===== src/common/sasc_pkg.sv =====
// Constants and types shared by the servo actuator state control block
package sasc_pkg;

  // Position, address, error and diagnostic widths
  localparam int POS_W = 8;
  localparam int ADDR_W = 4;
  localparam int ERR_W = 4;
  localparam int DIAG_W = 4;

  // Slave addressing: one master, at most this many slaves
  localparam logic [4:0] MAX_SLAVES = 5'h0F;

  // Position thresholds
  localparam logic [7:0] POS_ZERO = 8'h00;
  localparam logic [7:0] POS_FULL_OPEN = 8'h00;
  localparam logic [7:0] POS_FULL_CLOSED = 8'hFF;
  localparam logic [7:0] NEAR_LIMIT_LO = 8'h10;
  localparam logic [7:0] NEAR_LIMIT_HI = 8'hEF;

  // Drive power levels
  localparam logic [1:0] PWR_OFF = 2'h0;
  localparam logic [1:0] PWR_REDUCED = 2'h1;
  localparam logic [1:0] PWR_FULL = 2'h3;

  // State clock timing: tick period in ns, derived cycle count
  localparam int TICK_NS = 1000;
  localparam int CLK_NS = 4;
  localparam int TICK_CYC = TICK_NS / CLK_NS;
  localparam logic [7:0] TICK_LAST = 8'(TICK_CYC - 1);

  // Settling delay in state clock ticks
  localparam logic [3:0] SETTLE_TICKS = 4'h4;

  // Driver diagnostic bit positions
  localparam int DIAG_OT = 0;
  localparam int DIAG_OV = 1;
  localparam int DIAG_UV = 2;
  localparam int DIAG_OC = 3;

  // Controller states, one-hot
  typedef enum logic [8:0] {
    ST_HOME        = 9'h001,
    ST_STOP        = 9'h002,
    ST_CW          = 9'h004,
    ST_CCW         = 9'h008,
    ST_SLEEP       = 9'h010,
    ST_OPEN_LOOP   = 9'h020,
    ST_REPROGRAM   = 9'h040,
    ST_TERM_FAULT  = 9'h080,
    ST_RESERVED    = 9'h100
  } sasc_state_type;

endpackage


===== src/hdl/sasc_tick_gen.sv =====
// Periodic state clock tick generator
`timescale 1ns/1ps
module sasc_tick_gen
  import sasc_pkg::*;
(
  input wire logic ref_clk, // System clock
  input wire logic rst, // Async reset, active high
  output logic tick // One-cycle state clock tick
);

  typedef struct packed {
    logic [7:0] cnt;
    logic tick;
  } sasc_tick_type;

  sasc_tick_type s_q;
  sasc_tick_type s_d;

  // Free-running divider; ticks never depend on any other activity
  always_comb begin
    s_d = s_q;
    s_d.tick = 1'b0;
    if (s_q.cnt == TICK_LAST) begin
      s_d.cnt = 8'h00;
      s_d.tick = 1'b1;
    end else begin
      s_d.cnt = s_q.cnt + 8'h01;
    end
  end

  // State register
  always_ff @(posedge ref_clk or posedge rst) begin
    if (rst) begin
      s_q <= '0;
    end else begin
      s_q <= s_d;
    end
  end

  assign tick = s_q.tick;

endmodule


===== src/hdl/sasc_ctrl.sv =====
// Servo actuator control state machine with status reporting
`timescale 1ns/1ps
module sasc_ctrl
  import sasc_pkg::*;
(
  input wire logic ref_clk, // System clock, 250 MHz
  input wire logic rst, // Async reset, active high
  input wire logic cmd_valid, // Input command frame pulse
  input wire logic [3:0] cmd_addr, // Slot address of the command
  input wire logic [7:0] cmd_target, // Target position
  input wire logic stat_req, // Status request pulse
  input wire logic prog_valid, // Programming command pulse
  input wire logic [3:0] prog_addr, // New node address
  input wire logic sleep_msg, // Sleep message pulse
  input wire logic fb_fault, // Feedback fault level
  input wire logic [7:0] fb_pos, // Feedback position reading
  input wire logic [3:0] drv_diag, // Driver diagnostics level
  input wire logic [3:0] link_err, // Link messaging error codes
  output logic stat_valid, // Status response pulse
  output logic [7:0] stat_pos, // Reported position
  output logic [7:0] stat_cmd, // Command being acted upon
  output logic [3:0] stat_diag, // Reported driver diagnostics
  output logic [3:0] stat_err, // Reported link errors
  output logic [8:0] stat_state, // Reported state code
  output logic bridge_cw, // H-bridge clockwise enable
  output logic bridge_ccw, // H-bridge counter-clockwise enable
  output logic [1:0] bridge_pwr, // H-bridge power level
  output logic [3:0] node_addr // Programmed node address
);

  // ----------------------------------------------------------------
  // State record
  // ----------------------------------------------------------------
  typedef struct packed {
    sasc_state_type st;
    logic [7:0] target;
    logic [3:0] addr;
    logic was_moving;
    logic [3:0] settle;
    logic homed;
    logic stat_valid;
    logic [7:0] stat_pos;
    logic [7:0] stat_cmd;
    logic [3:0] stat_diag;
    logic [3:0] stat_err;
    logic [8:0] stat_state;
    logic bridge_cw;
    logic bridge_ccw;
    logic [1:0] bridge_pwr;
    logic sleep_pend;
  } sasc_ctrl_type;

  sasc_ctrl_type s_q;
  sasc_ctrl_type s_d;
  logic tick;
  logic cmd_hit;
  logic at_target;
  logic need_cw;
  logic need_ccw;
  logic drv_cut;

  // ----------------------------------------------------------------
  // State clock
  // ----------------------------------------------------------------
  sasc_tick_gen u_tick (
    .ref_clk(ref_clk),
    .rst(rst),
    .tick(tick)
  );

  // ----------------------------------------------------------------
  // Decode helpers
  // ----------------------------------------------------------------
  // own slot only
  assign cmd_hit = cmd_valid && (cmd_addr == s_q.addr);
  assign at_target = (fb_pos == s_q.target);
  assign need_cw = (fb_pos < s_q.target);
  assign need_ccw = (fb_pos > s_q.target);
  // Over-temperature and over-voltage make the bridge cut itself
  assign drv_cut = drv_diag[DIAG_OT] | drv_diag[DIAG_OV];

  // ----------------------------------------------------------------
  // Next state
  // ----------------------------------------------------------------
  always_comb begin
    s_d = s_q;
    s_d.stat_valid = 1'b0;
    if (prog_valid) begin
      s_d.addr = prog_addr;
    end
    if (cmd_hit) begin
      if (s_q.st == ST_OPEN_LOOP) begin
        if (cmd_target == POS_FULL_OPEN ||
            cmd_target == POS_FULL_CLOSED) begin
          s_d.target = cmd_target;
        end
      end else begin
        s_d.target = cmd_target;
      end
    end
    s_d.stat_diag = drv_diag;
    s_d.stat_err = link_err;
    if (tick) begin
      unique case (s_q.st)
        ST_HOME: begin
          if (fb_pos == POS_ZERO) begin
            s_d.st = ST_STOP;
            s_d.was_moving = 1'b1;
            s_d.settle = SETTLE_TICKS;
            s_d.homed = 1'b1;
          end
        end
        ST_STOP: begin
          if (s_q.was_moving && s_q.settle != 4'h0) begin
            s_d.settle = s_q.settle - 4'h1;
          end else begin
            s_d.was_moving = 1'b0;
            if (s_q.sleep_pend) begin
              s_d.st = ST_SLEEP;
              s_d.sleep_pend = 1'b0;
            end else if (fb_fault) begin
              s_d.st = ST_OPEN_LOOP;
            end else if (need_cw) begin
              s_d.st = ST_CW;
            end else if (need_ccw) begin
              s_d.st = ST_CCW;
            end
          end
        end
        ST_CW: begin
          if (!need_cw || fb_fault || s_q.sleep_pend) begin
            s_d.st = ST_STOP;
            s_d.was_moving = 1'b1;
            s_d.settle = SETTLE_TICKS;
          end
        end
        ST_CCW: begin
          if (!need_ccw || fb_fault || s_q.sleep_pend) begin
            s_d.st = ST_STOP;
            s_d.was_moving = 1'b1;
            s_d.settle = SETTLE_TICKS;
          end
        end
        ST_SLEEP, ST_OPEN_LOOP, ST_REPROGRAM, ST_TERM_FAULT,
        ST_RESERVED: begin
          s_d.st = s_q.st;
        end
        default: begin
          s_d.st = ST_STOP;
        end
      endcase
    end
    // Sleep set after the tick clear, so a new message is never lost
    if (sleep_msg) begin
      s_d.sleep_pend = 1'b1;
    end
    // Bridge outputs follow the state being entered, registered along with it
    s_d.bridge_cw = 1'b0;
    s_d.bridge_ccw = 1'b0;
    s_d.bridge_pwr = PWR_OFF;
    unique case (s_d.st)
      ST_HOME: begin
        s_d.bridge_ccw = 1'b1;
        s_d.bridge_pwr = PWR_FULL;
      end
      ST_CW: begin
        s_d.bridge_cw = 1'b1;
        s_d.bridge_pwr = (fb_pos >= NEAR_LIMIT_HI) ? PWR_REDUCED
                                                   : PWR_FULL;
      end
      ST_CCW: begin
        s_d.bridge_ccw = 1'b1;
        s_d.bridge_pwr = (fb_pos <= NEAR_LIMIT_LO) ? PWR_REDUCED
                                                   : PWR_FULL;
      end
      default: begin
        s_d.bridge_pwr = PWR_OFF;
      end
    endcase
    if (drv_cut) begin
      s_d.bridge_pwr = PWR_OFF;
    end
    if (stat_req) begin
      s_d.stat_valid = 1'b1;
      s_d.stat_pos = fb_pos;
      s_d.stat_cmd = s_q.target;
      s_d.stat_state = s_q.st;
    end
  end

  // ----------------------------------------------------------------
  // Registers
  // ----------------------------------------------------------------
  // Home with the bridge off at reset release; it starts driving one cycle later
  always_ff @(posedge ref_clk or posedge rst) begin
    if (rst) begin
      s_q <= '0;
      s_q.st <= ST_HOME;
      s_q.stat_state <= ST_HOME;
    end else begin
      s_q <= s_d;
    end
  end

  assign stat_valid = s_q.stat_valid;
  assign stat_pos = s_q.stat_pos;
  assign stat_cmd = s_q.stat_cmd;
  assign stat_diag = s_q.stat_diag;
  assign stat_err = s_q.stat_err;
  assign stat_state = s_q.stat_state;
  assign bridge_cw = s_q.bridge_cw;
  assign bridge_ccw = s_q.bridge_ccw;
  assign bridge_pwr = s_q.bridge_pwr;
  assign node_addr = s_q.addr;

  // ----------------------------------------------------------------
  // Checks
  // ----------------------------------------------------------------
  a_no_direct_rev: assert property (@(posedge ref_clk) disable iff (rst)
    (s_q.st == ST_CW) |=> (s_q.st != ST_CCW))
    else $error("direct reversal to ccw");

  a_no_rev_back: assert property (@(posedge ref_clk) disable iff (rst)
    (s_q.st == ST_CCW) |=> (s_q.st != ST_CW))
    else $error("direct reversal to cw");

  a_state_on_tick: assert property (@(posedge ref_clk) disable iff (rst)
    !tick |=> $stable(s_q.st))
    else $error("state changed without tick");

  a_cw_bridge_on: assert property (@(posedge ref_clk) disable iff (rst)
    (s_d.st == ST_CW) |=> (bridge_cw && !bridge_ccw))
    else $error("cw state without cw bridge");

  a_cut_power_off: assert property (@(posedge ref_clk) disable iff (rst)
    drv_cut |=> (bridge_pwr == PWR_OFF))
    else $error("fault did not cut power");

  a_stop_no_power: assert property (@(posedge ref_clk) disable iff (rst)
    (s_q.st == ST_STOP) |-> (!bridge_cw && !bridge_ccw))
    else $error("power applied in stop");

  a_settle_hold: assert property (@(posedge ref_clk) disable iff (rst)
    (s_q.st == ST_STOP && s_q.was_moving && s_q.settle != 4'h0)
    |=> (s_q.st == ST_STOP))
    else $error("left stop before settling");

  a_stat_answer: assert property (@(posedge ref_clk) disable iff (rst)
    stat_req |=> (stat_valid && stat_pos == $past(fb_pos)))
    else $error("status answer wrong");

  a_cw_reduce: assert property (@(posedge ref_clk) disable iff (rst)
    (s_d.st == ST_CW && fb_pos >= NEAR_LIMIT_HI && !drv_cut)
    |=> (bridge_pwr == PWR_REDUCED))
    else $error("cw power not reduced");

  a_open_filter: assert property (@(posedge ref_clk) disable iff (rst)
    (s_q.st == ST_OPEN_LOOP && cmd_hit && cmd_target != POS_FULL_OPEN &&
     cmd_target != POS_FULL_CLOSED)
    |=> $stable(s_q.target))
    else $error("open loop took invalid target");

endmodule


===== config.mk =====
export PLATFORM = sky130hd
export DESIGN_NAME = sasc_ctrl
export DESIGN_NICKNAME = d
export VERILOG_FILES = /design/src/common/sasc_pkg.sv /design/src/hdl/sasc_tick_gen.sv /design/src/hdl/sasc_ctrl.sv
export SDC_FILE = /design/constraint.sdc
export NUM_CORES = 1
export LEC_CHECK = 0
export ABC_AREA = 1
export BUFFER_PORTS_ARGS = -buffer_cell sky130_fd_sc_hd__buf_2
export CAP_MARGIN = 20
export CORE_ASPECT_RATIO = 1.1
export CORE_MARGIN = 2
export CORE_UTILIZATION = 60
export CTS_CLUSTER_DIAMETER = 40
export DETAILED_ROUTE_END_ITERATION = 12
export GPL_TIMING_DRIVEN = 0
export PLACE_DENSITY_LB_ADDON = 0.1
export REMOVE_ABC_BUFFERS = 1
export SLEW_MARGIN = 20
export SYNTH_ARGS = -nofsm -noshare
export SYNTH_HDL_FRONTEND = slang
export SYNTH_SLANG_ARGS = --single-unit

===== constraint.sdc =====
create_clock -name ref_clk -period 7.41 [get_ports ref_clk]
set_input_delay 1.482 -clock ref_clk [delete_from_list [all_inputs] [get_ports ref_clk]]
set_output_delay 1.482 -clock ref_clk [all_outputs]
set_load 0.05 [all_outputs]

# Word level (Yosys, flattened, before mapping)
# Index checks and enable logic that the tools add are counted.
[totals]
register_bits = 75
inputBits = 39
wordCells = 99
ramBits = 0
mem_bits_ro = 0
output_inout_bits = 42
n_memories = 0
latch_bits = 0
[op_classes]
n_lt_le_gt_ge = 4
eq_ne = 22
mul = 0
bitwise_logic = 1
reduce_logical = 22
shift = 0
div_mod_pow = 0
add_sub_neg = 2
mux = 30
[op_table]
columns = ["cell", "n"]
rows = [
  ["$mux W9", 9],
  ["$pmux W9 S5", 1],
  ["$mux W8", 3],
  ["$pmux W5 S4", 1],
  ["$eq A9 B1 Y1 const B", 2],
  ["$eq A9 B3 Y1 const B", 2],
  ["$eq A9 B4 Y1 const B", 2],
  ["$mux W17", 1],
  ["$eq A8 B8 Y1 const B", 2],
  ["$logic_not A8 Y1", 2],
  ["$ne A2 B2 Y1 const B", 6],
  ["$reduce_and A6 Y1", 2],
  ["$mux W5", 2],
  ["$eq A9 B2 Y1 const B", 1],
  ["$eq A9 B5 Y1 const B", 1],
  ["$eq A9 B6 Y1 const B", 1],
  ["$eq A9 B7 Y1 const B", 1],
  ["$eq A9 B8 Y1 const B", 1],
  ["$eq A9 B9 Y1 const B", 1],
  ["$add A8 B1 Y8 const B", 1],
  ["$ge A8 B8 Y1 const B", 1],
  ["$gt A8 B8 Y1", 1],
  ["$le A8 B5 Y1 const B", 1],
  ["$lt A8 B8 Y1", 1],
  ["other kinds (18)", 35],
]

# Logic depth before layout (Yosys ltp)
# Gate-level depths: netlist (run 1).
[logic_depth]
ltp_word = 11
depth_mapped = 21
depth_no_buf = 21

# Modules after synthesis
# Synthesis (run 1) repeated with hierarchy kept, for this count alone.
[hier_totals]
hier_cells = 483
hier_area_um2 = 4013.8
[modules_own_cells]
columns = ["module", "area_each_um2", "n_inst", "seq_area_each_um2", "cells_per_inst"]
rows = [
  ["sasc_ctrl", 3562.2, 1, 1629.1, 431],
  ["sasc_tick_gen", 451.7, 1, 225.2, 52],
]

# Least setup slack after synthesis (run 1)
# OpenSTA, ideal clock, no wires.
[synth_timing]
path_type = "input to register"
start = "input fb_pos[7]"
end = "register s_q, in the netlist bridge_pwr[1]"
setup_slack_ns = 4.195
required_ns = 7.347
stages = 15
setup_time_ns = 0.063
arrival_time_ns = 3.152
path_buffers = 0
path_cell_list = "ha_1 -> a21o_1 -> nor2_1 -> nand2_2 -> nand2_2 -> nor2_1 -> nor2_2 -> nand3_1 -> nand2_1 -> nand2_2 -> nor3_1 -> nand3_2 -> nand3_1 -> nand2_1 -> inv_1"
[synth_lines]
columns = ["item", "line", "rtl"]
rows = [
  ["start, declared", "sasc_ctrl.sv:16", "input wire logic [7:0] fb_pos,"],
  ["end, declared", "sasc_ctrl.sv:53", "sasc_ctrl_type s_q;"],
]

==> results of run 1 <==
[cells by family (layout without fill, tap and decap cells)]
logic type | count (synthesis) | count (layout)
AOI/OAI and AO/OA | 67 | 67
xor gates and xnor gates | 3 | 3
adders and majority gates | 12 | 12
buffers and inverters | 113 | 163
DFF | 74 | 74
muxes | 7 | 7
and+or+nand+nor | 196 | 196
[flip-flops by register name, indices dropped and copies added, names as in the netlist]
signal and flops:
u_tick.tick 1, u_tick.s_q 8, s_q 23, node_addr 4, stat_pos 8, stat_valid 1, stat_err 4, bridge_cw 1
stat_diag 4, stat_state 9, bridge_pwr 2, stat_cmd 8, bridge_ccw 1
[Yosys cell counts (2+ instances only)]
master	number
a21boi_0	2
a21oi_1	29
a31oi_1	2
buf_1	3
buf_4	39
clkbuf_1	3
dfrtp_1	72
dfstp_2	2
ha_1	12
inv_1	61
inv_2	5
mux2_2	7
nand2_1	67
nand2_2	5
nand2_4	4
nand3_1	21
nand3_2	3
nand4_1	10
nor2_1	57
nor2_2	5
nor2_4	7
nor2_8	2
nor3_1	6
nor3b_1	2
nor4_1	2
o21ai_0	22
o21ai_2	3
xnor2_1	3
[area by class of cell]
| class | count | area, sq um |
|---|---|---|
| repair buffers | 81 | 428 |
| flip-flops and latches | 74 | 1850 |
| well taps | 82 | 103 |
| inverters | 67 | 254 |
| fillers | 552 | 2080 |
| clock buffers | 10 | 128 |
| clock inverters | 5 | 104 |
| multi-input cells | 285 | 1640 |
[critical path, cell delays in order]
cell and delay [ns]:
buf_2 0.12, ha_1 0.31, a21o_1 0.19, nor2_1 0.21
nand2_2 0.15, nand2_2 0.12, nor2_1 0.05, nor2_2 0.18
nand3_1 0.09, nand2_1 0.12, nand2_2 0.08, nor3_1 0.19
nand3_2 0.12, nand3_1 0.10, nand2_1 0.05, inv_1 0.05
[per-stage QoR]
step	worst slack (ns)	utilization	power, mW
2_1_floorplan	4.05	-	0.643
3_3_place_gp	3.20	0.644	0.703
3_5_place_dp	3.76	0.649	0.713
4_1_cts	4.13	0.684	1.09
5_1_grt	3.85	0.684	1.13
6_report	4.08	0.684	1.08
[report_power, final]
| part | switching, mW | total (mW) | internal [mW] |
|---|---|---|---|
| registers | 0.0211 | 0.465 | 0.444 |
| logic | 0.172 | 0.240 | 0.0678 |
| clock network | 0.149 | 0.371 | 0.222 |
[how the worst min path moves through the flow]
stage	startpoint	to	slack (ns)	cells after the start
2_1_floorplan	s_q[50]	s_q[50]	0.45	2
3_3_place_gp	s_q[53]	s_q[53]	0.46	2
3_5_place_dp	s_q[56]	s_q[56]	0.47	2
4_1_cts	s_q[56]	s_q[56]	0.49	2
5_1_grt	u_tick.s_q[8]	u_tick.s_q[8]	0.52	1
6_report	s_q[56]	s_q[56]	0.49	2
[metal layers]
| layer | vias up | track usage | routed length [um] |
|---|---|---|---|
| li1 | 1569 | - | - |
| met1 | 1487 | 0.282 | 3310 |
| met2 | 76 | 0.376 | 3960 |
| met3 | 14 | 0.0700 | 387 |
| met4 | 0 | 0.0751 | 148 |
| met5 | - | 0 | 0 |
==> impl_metrics.env, run 1 <==
export IMPL_dp_cells=589
export IMPL_synth_ff_type="dfrtp_1"
export IMPL_die_h_um=90.4
export IMPL_synth_simple_area_share=0.247
export IMPL_drv_cap=0
export IMPL_max_slew_margin=0.416
export IMPL_startpoint_type="input pin"
export IMPL_clk_pin_slew_worst_paths_ns=0.07
export IMPL_drc_errors=0
export IMPL_grt_usage=0.229
export IMPL_cts_resized=0
export IMPL_synth_top_family_by_area="simple AND/OR/NAND/NOR gates"
export IMPL_io_pins=81
export IMPL_synth_top_area_share=0.443
export IMPL_fin_setup_tns_ns=0
export IMPL_drv_slew=0
export IMPL_final_cell_mix="buf_2, dfrtp_1, nand2_1"
export IMPL_vias=3146
export IMPL_drtIter0Drc=158
export IMPL_area_growth_pct=10.8
export IMPL_clk_latency_ns=0.34
export IMPL_drt_total_wl_um=7800
export IMPL_finalCritPeriodShare=0.450
export IMPL_reg2reg_depth=16
export IMPL_p_leak_nw=2.31
export IMPL_synthXorXnorAreaFrac=0.00645
export IMPL_diodes=0
export IMPL_cts_setup_buffers=0
export IMPL_wl_per_cell_um=12.9
export IMPL_start_util=0.617
export IMPL_grt_overflow=0
export IMPL_crit_fanout=7
export IMPL_hold_viol=0
export IMPL_crit_type="in2reg"
export IMPL_layout_commonest_cell="buf_2"
export IMPL_finalSetupViolCount=0
export IMPL_drive_above_1_share=0.278
export IMPL_grt_max_degree=59
export IMPL_yosys_area_share_adder=0.0369
export IMPL_port_buffers=80
export IMPL_synth_edf_count=0
export IMPL_cts_tree="yes"
export IMPL_postPlaceCellArea_sq_mm=0.00428
export IMPL_tightest_slew_ns=0.854
export IMPL_postCtsHoldBufs=0
export IMPL_finalCriticalPeriod_ns=3.33
export IMPL_worstPathRequired_ns=7.70
export IMPL_grt_pass1_wl_um=13200
export IMPL_arrival_ns=3.62
export IMPL_stdcell_count=604
export IMPL_grt_pass1_vias=3058
export IMPL_synth_area_leaders="dfrtp_1, buf_4, nand2_1"
export IMPL_status="complete, no violations"
export IMPL_reg2reg_from="s_q[56]"
export IMPL_cts_root_buf="clkbuf_8"
export IMPL_cts_path_max_buffers=2
export IMPL_avgSynthCellArea_sq_um=8.63
export IMPL_fp_coreArea_sq_mm=0.00659
export IMPL_async_reset_ff_frac=1.00
export IMPL_cts_buffers=9
export IMPL_rows=31
export IMPL_reg2reg_slack_ns=4.94
export IMPL_crit_path_end="bridge_pwr[1]"
export IMPL_hold_class="reg2reg"
export IMPL_cts_sinks=74
export IMPL_yosysSeqAreaShare=0.455
export IMPL_power_density_mw_per_mm2=239
export IMPL_clock_skew_ns=0.00484
export IMPL_yosysWarnings=0
export IMPL_timing_fmax_mhz=300
export IMPL_vias_per_cell=5.21
export IMPL_die_area_sq_mm=0.00746
export IMPL_design_area_sq_mm=0.00451
export IMPL_nNetsFinal=569
export IMPL_antenna_found_initial=0
export IMPL_ys_ff_latch=74
export IMPL_critPathCaptureType="flop"
export IMPL_antenna_left=0
export IMPL_whs_ns=0.495
export IMPL_synth_compound_area_frac=0.0925
export IMPL_syn_area_sq_mm=0.00407
export IMPL_drt_pass1_iter_count=5
export IMPL_gp_congestion=0.839
export IMPL_htree_levels=3
export IMPL_yosysTopAreaCell="dfrtp_1"
export IMPL_synth_cell_type_count=44
export IMPL_startpoint="fb_pos[7]"
export IMPL_hpwl_um=5910
export IMPL_timing_rr_end="bridge_pwr[1]"
export IMPL_ir_worst_vdd_v=0.000171
export IMPL_synth_cells=472
export IMPL_rsz0062_at_grt="no"
export IMPL_die_w_um=82.5
export IMPL_synth_mux_area_fraction=0.0194
Power figures use the tool's default switching activity.
==> run 2, diff against run 1 <==
--- a/config.mk
+++ b/config.mk
@@ -10,7 +10,7 @@
 export CAP_MARGIN = 20
 export CORE_ASPECT_RATIO = 1.1
 export CORE_MARGIN = 2
-export CORE_UTILIZATION = 60
+export CORE_UTILIZATION = 55
 export CTS_CLUSTER_DIAMETER = 40
 export DETAILED_ROUTE_END_ITERATION = 12
 export GPL_TIMING_DRIVEN = 0
==> constraint.sdc (replaced) <==
create_clock -name ref_clk -period 3.4 [get_ports ref_clk]
set_input_delay 0.68 -clock ref_clk [delete_from_list [all_inputs] [get_ports ref_clk]]
set_output_delay 0.68 -clock ref_clk [all_outputs]
set_load 0.05 [all_outputs]
==> impl_metrics.env, run 2 (synthesis gave the netlist of run 1 again) <==
export IMPL_cts_buffers=9
export IMPL_nNetsFinal=569
export IMPL_power_density_mw_per_mm2=501
export IMPL_htree_levels=3
export IMPL_grt_overflow=0
export IMPL_wl_per_cell_um=12.9
export IMPL_cts_root_buf="clkbuf_8"
export IMPL_timing_fmax_mhz=402
export IMPL_drtIter0Drc=186
export IMPL_ir_worst_vdd_v=0.000402
export IMPL_stdcell_count=608
export IMPL_finalSetupViolCount=0
export IMPL_cts_path_max_buffers=2
export IMPL_postCtsHoldBufs=0
export IMPL_grt_pass1_vias=2976
export IMPL_total_power_mw=2.25
export IMPL_finalCritPeriodShare=0.732
export IMPL_port_buffers=80
export IMPL_antenna_found_initial=0
export IMPL_die_area_sq_mm=0.00811
export IMPL_reg2reg_from="s_q[56]"
export IMPL_cts_resized=0
export IMPL_startpoint_type="input pin"
export IMPL_clk_latency_ns=0.35
export IMPL_p_leak_nw=2.30
export IMPL_drv_slew=0
export IMPL_cts_setup_buffers=0
export IMPL_worstPathRequired_ns=3.69
export IMPL_top_register="s_q"
export IMPL_crit_type="in2reg"
export IMPL_vias_per_cell=5.11
export IMPL_grt_max_degree=52
export IMPL_antenna_left=0
export IMPL_seqPwrFrac=0.450
export IMPL_start_util=0.575
export IMPL_drt_total_wl_um=7840
export IMPL_arrival_ns=2.78
export IMPL_diodes=0
export IMPL_largest_reg_flops=23
export IMPL_dp_slack_ns=0.577
export IMPL_clk_pin_slew_worst_paths_ns=0.08
export IMPL_die_w_um=86.0
export IMPL_swShare=0.335
export IMPL_net_switching_power_mw=0.754
export IMPL_die_h_um=94.2
export IMPL_p_comb_frac=0.230
export IMPL_grt_pass1_wl_um=13300
export IMPL_crit_fanout=7
export IMPL_clock_skew_ns=0.00901
export IMPL_dp_cells=592
export IMPL_largestRegisters="s_q x23, stat_state x9"
export IMPL_drc_errors=0
export IMPL_drv_cap=0
export IMPL_drive_above_1_share=0.281
export IMPL_hold_viol=0
export IMPL_rsz0062_at_grt="no"
export IMPL_area_growth_pct=10.4
export IMPL_cts_tree="yes"
export IMPL_p_int_mw=1.50
export IMPL_gp_congestion=0.834
export IMPL_rows=32
export IMPL_io_pins=81
export IMPL_cts_sinks=74
export IMPL_startpoint="fb_pos[7]"
export IMPL_tightest_slew_ns=0.908
export IMPL_hpwl_um=5790
export IMPL_status="complete, no violations"
export IMPL_worst_slack_ns=0.912
export IMPL_p_clk_frac=0.320
export IMPL_final_cell_mix="buf_2, dfrtp_1, nand2_1"
export IMPL_hold_class="in2async"
export IMPL_finalCriticalPeriod_ns=2.49
export IMPL_fp_coreArea_sq_mm=0.00709
export IMPL_drt_pass1_iter_count=4
export IMPL_layout_commonest_cell="buf_2"
export IMPL_max_slew_margin=0.390
export IMPL_vias=3107
export IMPL_critPathCaptureType="flop"
export IMPL_final_util=0.634
export IMPL_grt_usage=0.209
==> run 2: cell count changes in the layout (fill, tap and decap cells not counted) <==
cell / before / now
inv_6: 0 / 1
clkinvlp_4: 0 / 3
clkinv_2: 1 / 0
bufinv_16: 3 / 1
clkbuf_8: 9 / 11
clkbuf_1: 1 / 0
clkinv_4: 1 / 0
==> run 2: cell type report <==
| class | instances | area (sq um) |
|---|---|---|
| clock buffers | 11 | 151 |
| repair buffers | 81 | 428 |
| multi-input cells | 285 | 1640 |
| flip-flops and latches | 74 | 1850 |
| clock inverters | 5 | 61.3 |
| well taps | 85 | 106 |
| inverters | 67 | 254 |
| fillers | 650 | 2590 |
==> run 2: worst paths after layout <==
kind | end | slack [ns] | depth (start not counted)
min | stat_err[0] | 0.28 | 2
max | bridge_pwr[1] | 0.91 | 16
max reg2reg | bridge_pwr[1] | 0.99 | 16
max in group asynchronous | stat_state[0] | 2.51 | 3
min reg2reg | s_q[55] | 0.49 | 2
min in group ref_clk | stat_err[0] | 0.43 | 1
==> run 2: routing by layer <==
metal  track usage  part of all wire  wire, um
met4        0.0728             0.012        95
met2         0.351              0.50      3930
met5             0                 0         0
met1         0.262              0.44      3440
met3        0.0501             0.048       373
==> run 2: power groups by stage <==
| stage | Sequential, mW | Combinational [mW] | Clock (mW) |
|---|---|---|---|
| global route | 1.02 | 0.573 | 0.771 |
| finish | 1.01 | 0.518 | 0.720 |
| CTS | 1.01 | 0.525 | 0.740 |
| floorplan | 1.21 | 0.195 | 0 |
| global placement | 1.03 | 0.508 | 0 |
| detailed placement | 1.03 | 0.521 | 0 |
==> run 2: worst max-delay path, cell delays in order <==
cell and delay, ns:
buf_2 0.13, ha_1 0.31, a21o_1 0.19, nor2_1 0.19, nand2_2 0.14, nand2_2 0.11
nor2_1 0.05, nor2_2 0.19, nand3_1 0.09, nand2_1 0.12, nand2_2 0.08, nor3_1 0.17
nand3_2 0.12, nand3_1 0.10, nand2_1 0.05, inv_1 0.05
==> run 2: per-stage QoR <==
step                hold WS (ns)  setup TNS (ns)  instance area, sq um
finish                     0.284               0                  4490
global route               0.300               0                  4490
CTS                        0.282               0                  4490
detailed placement         0.474               0                  4280
global placement           0.467           -1.89                  4250
floorplan                  0.453               0                  3740
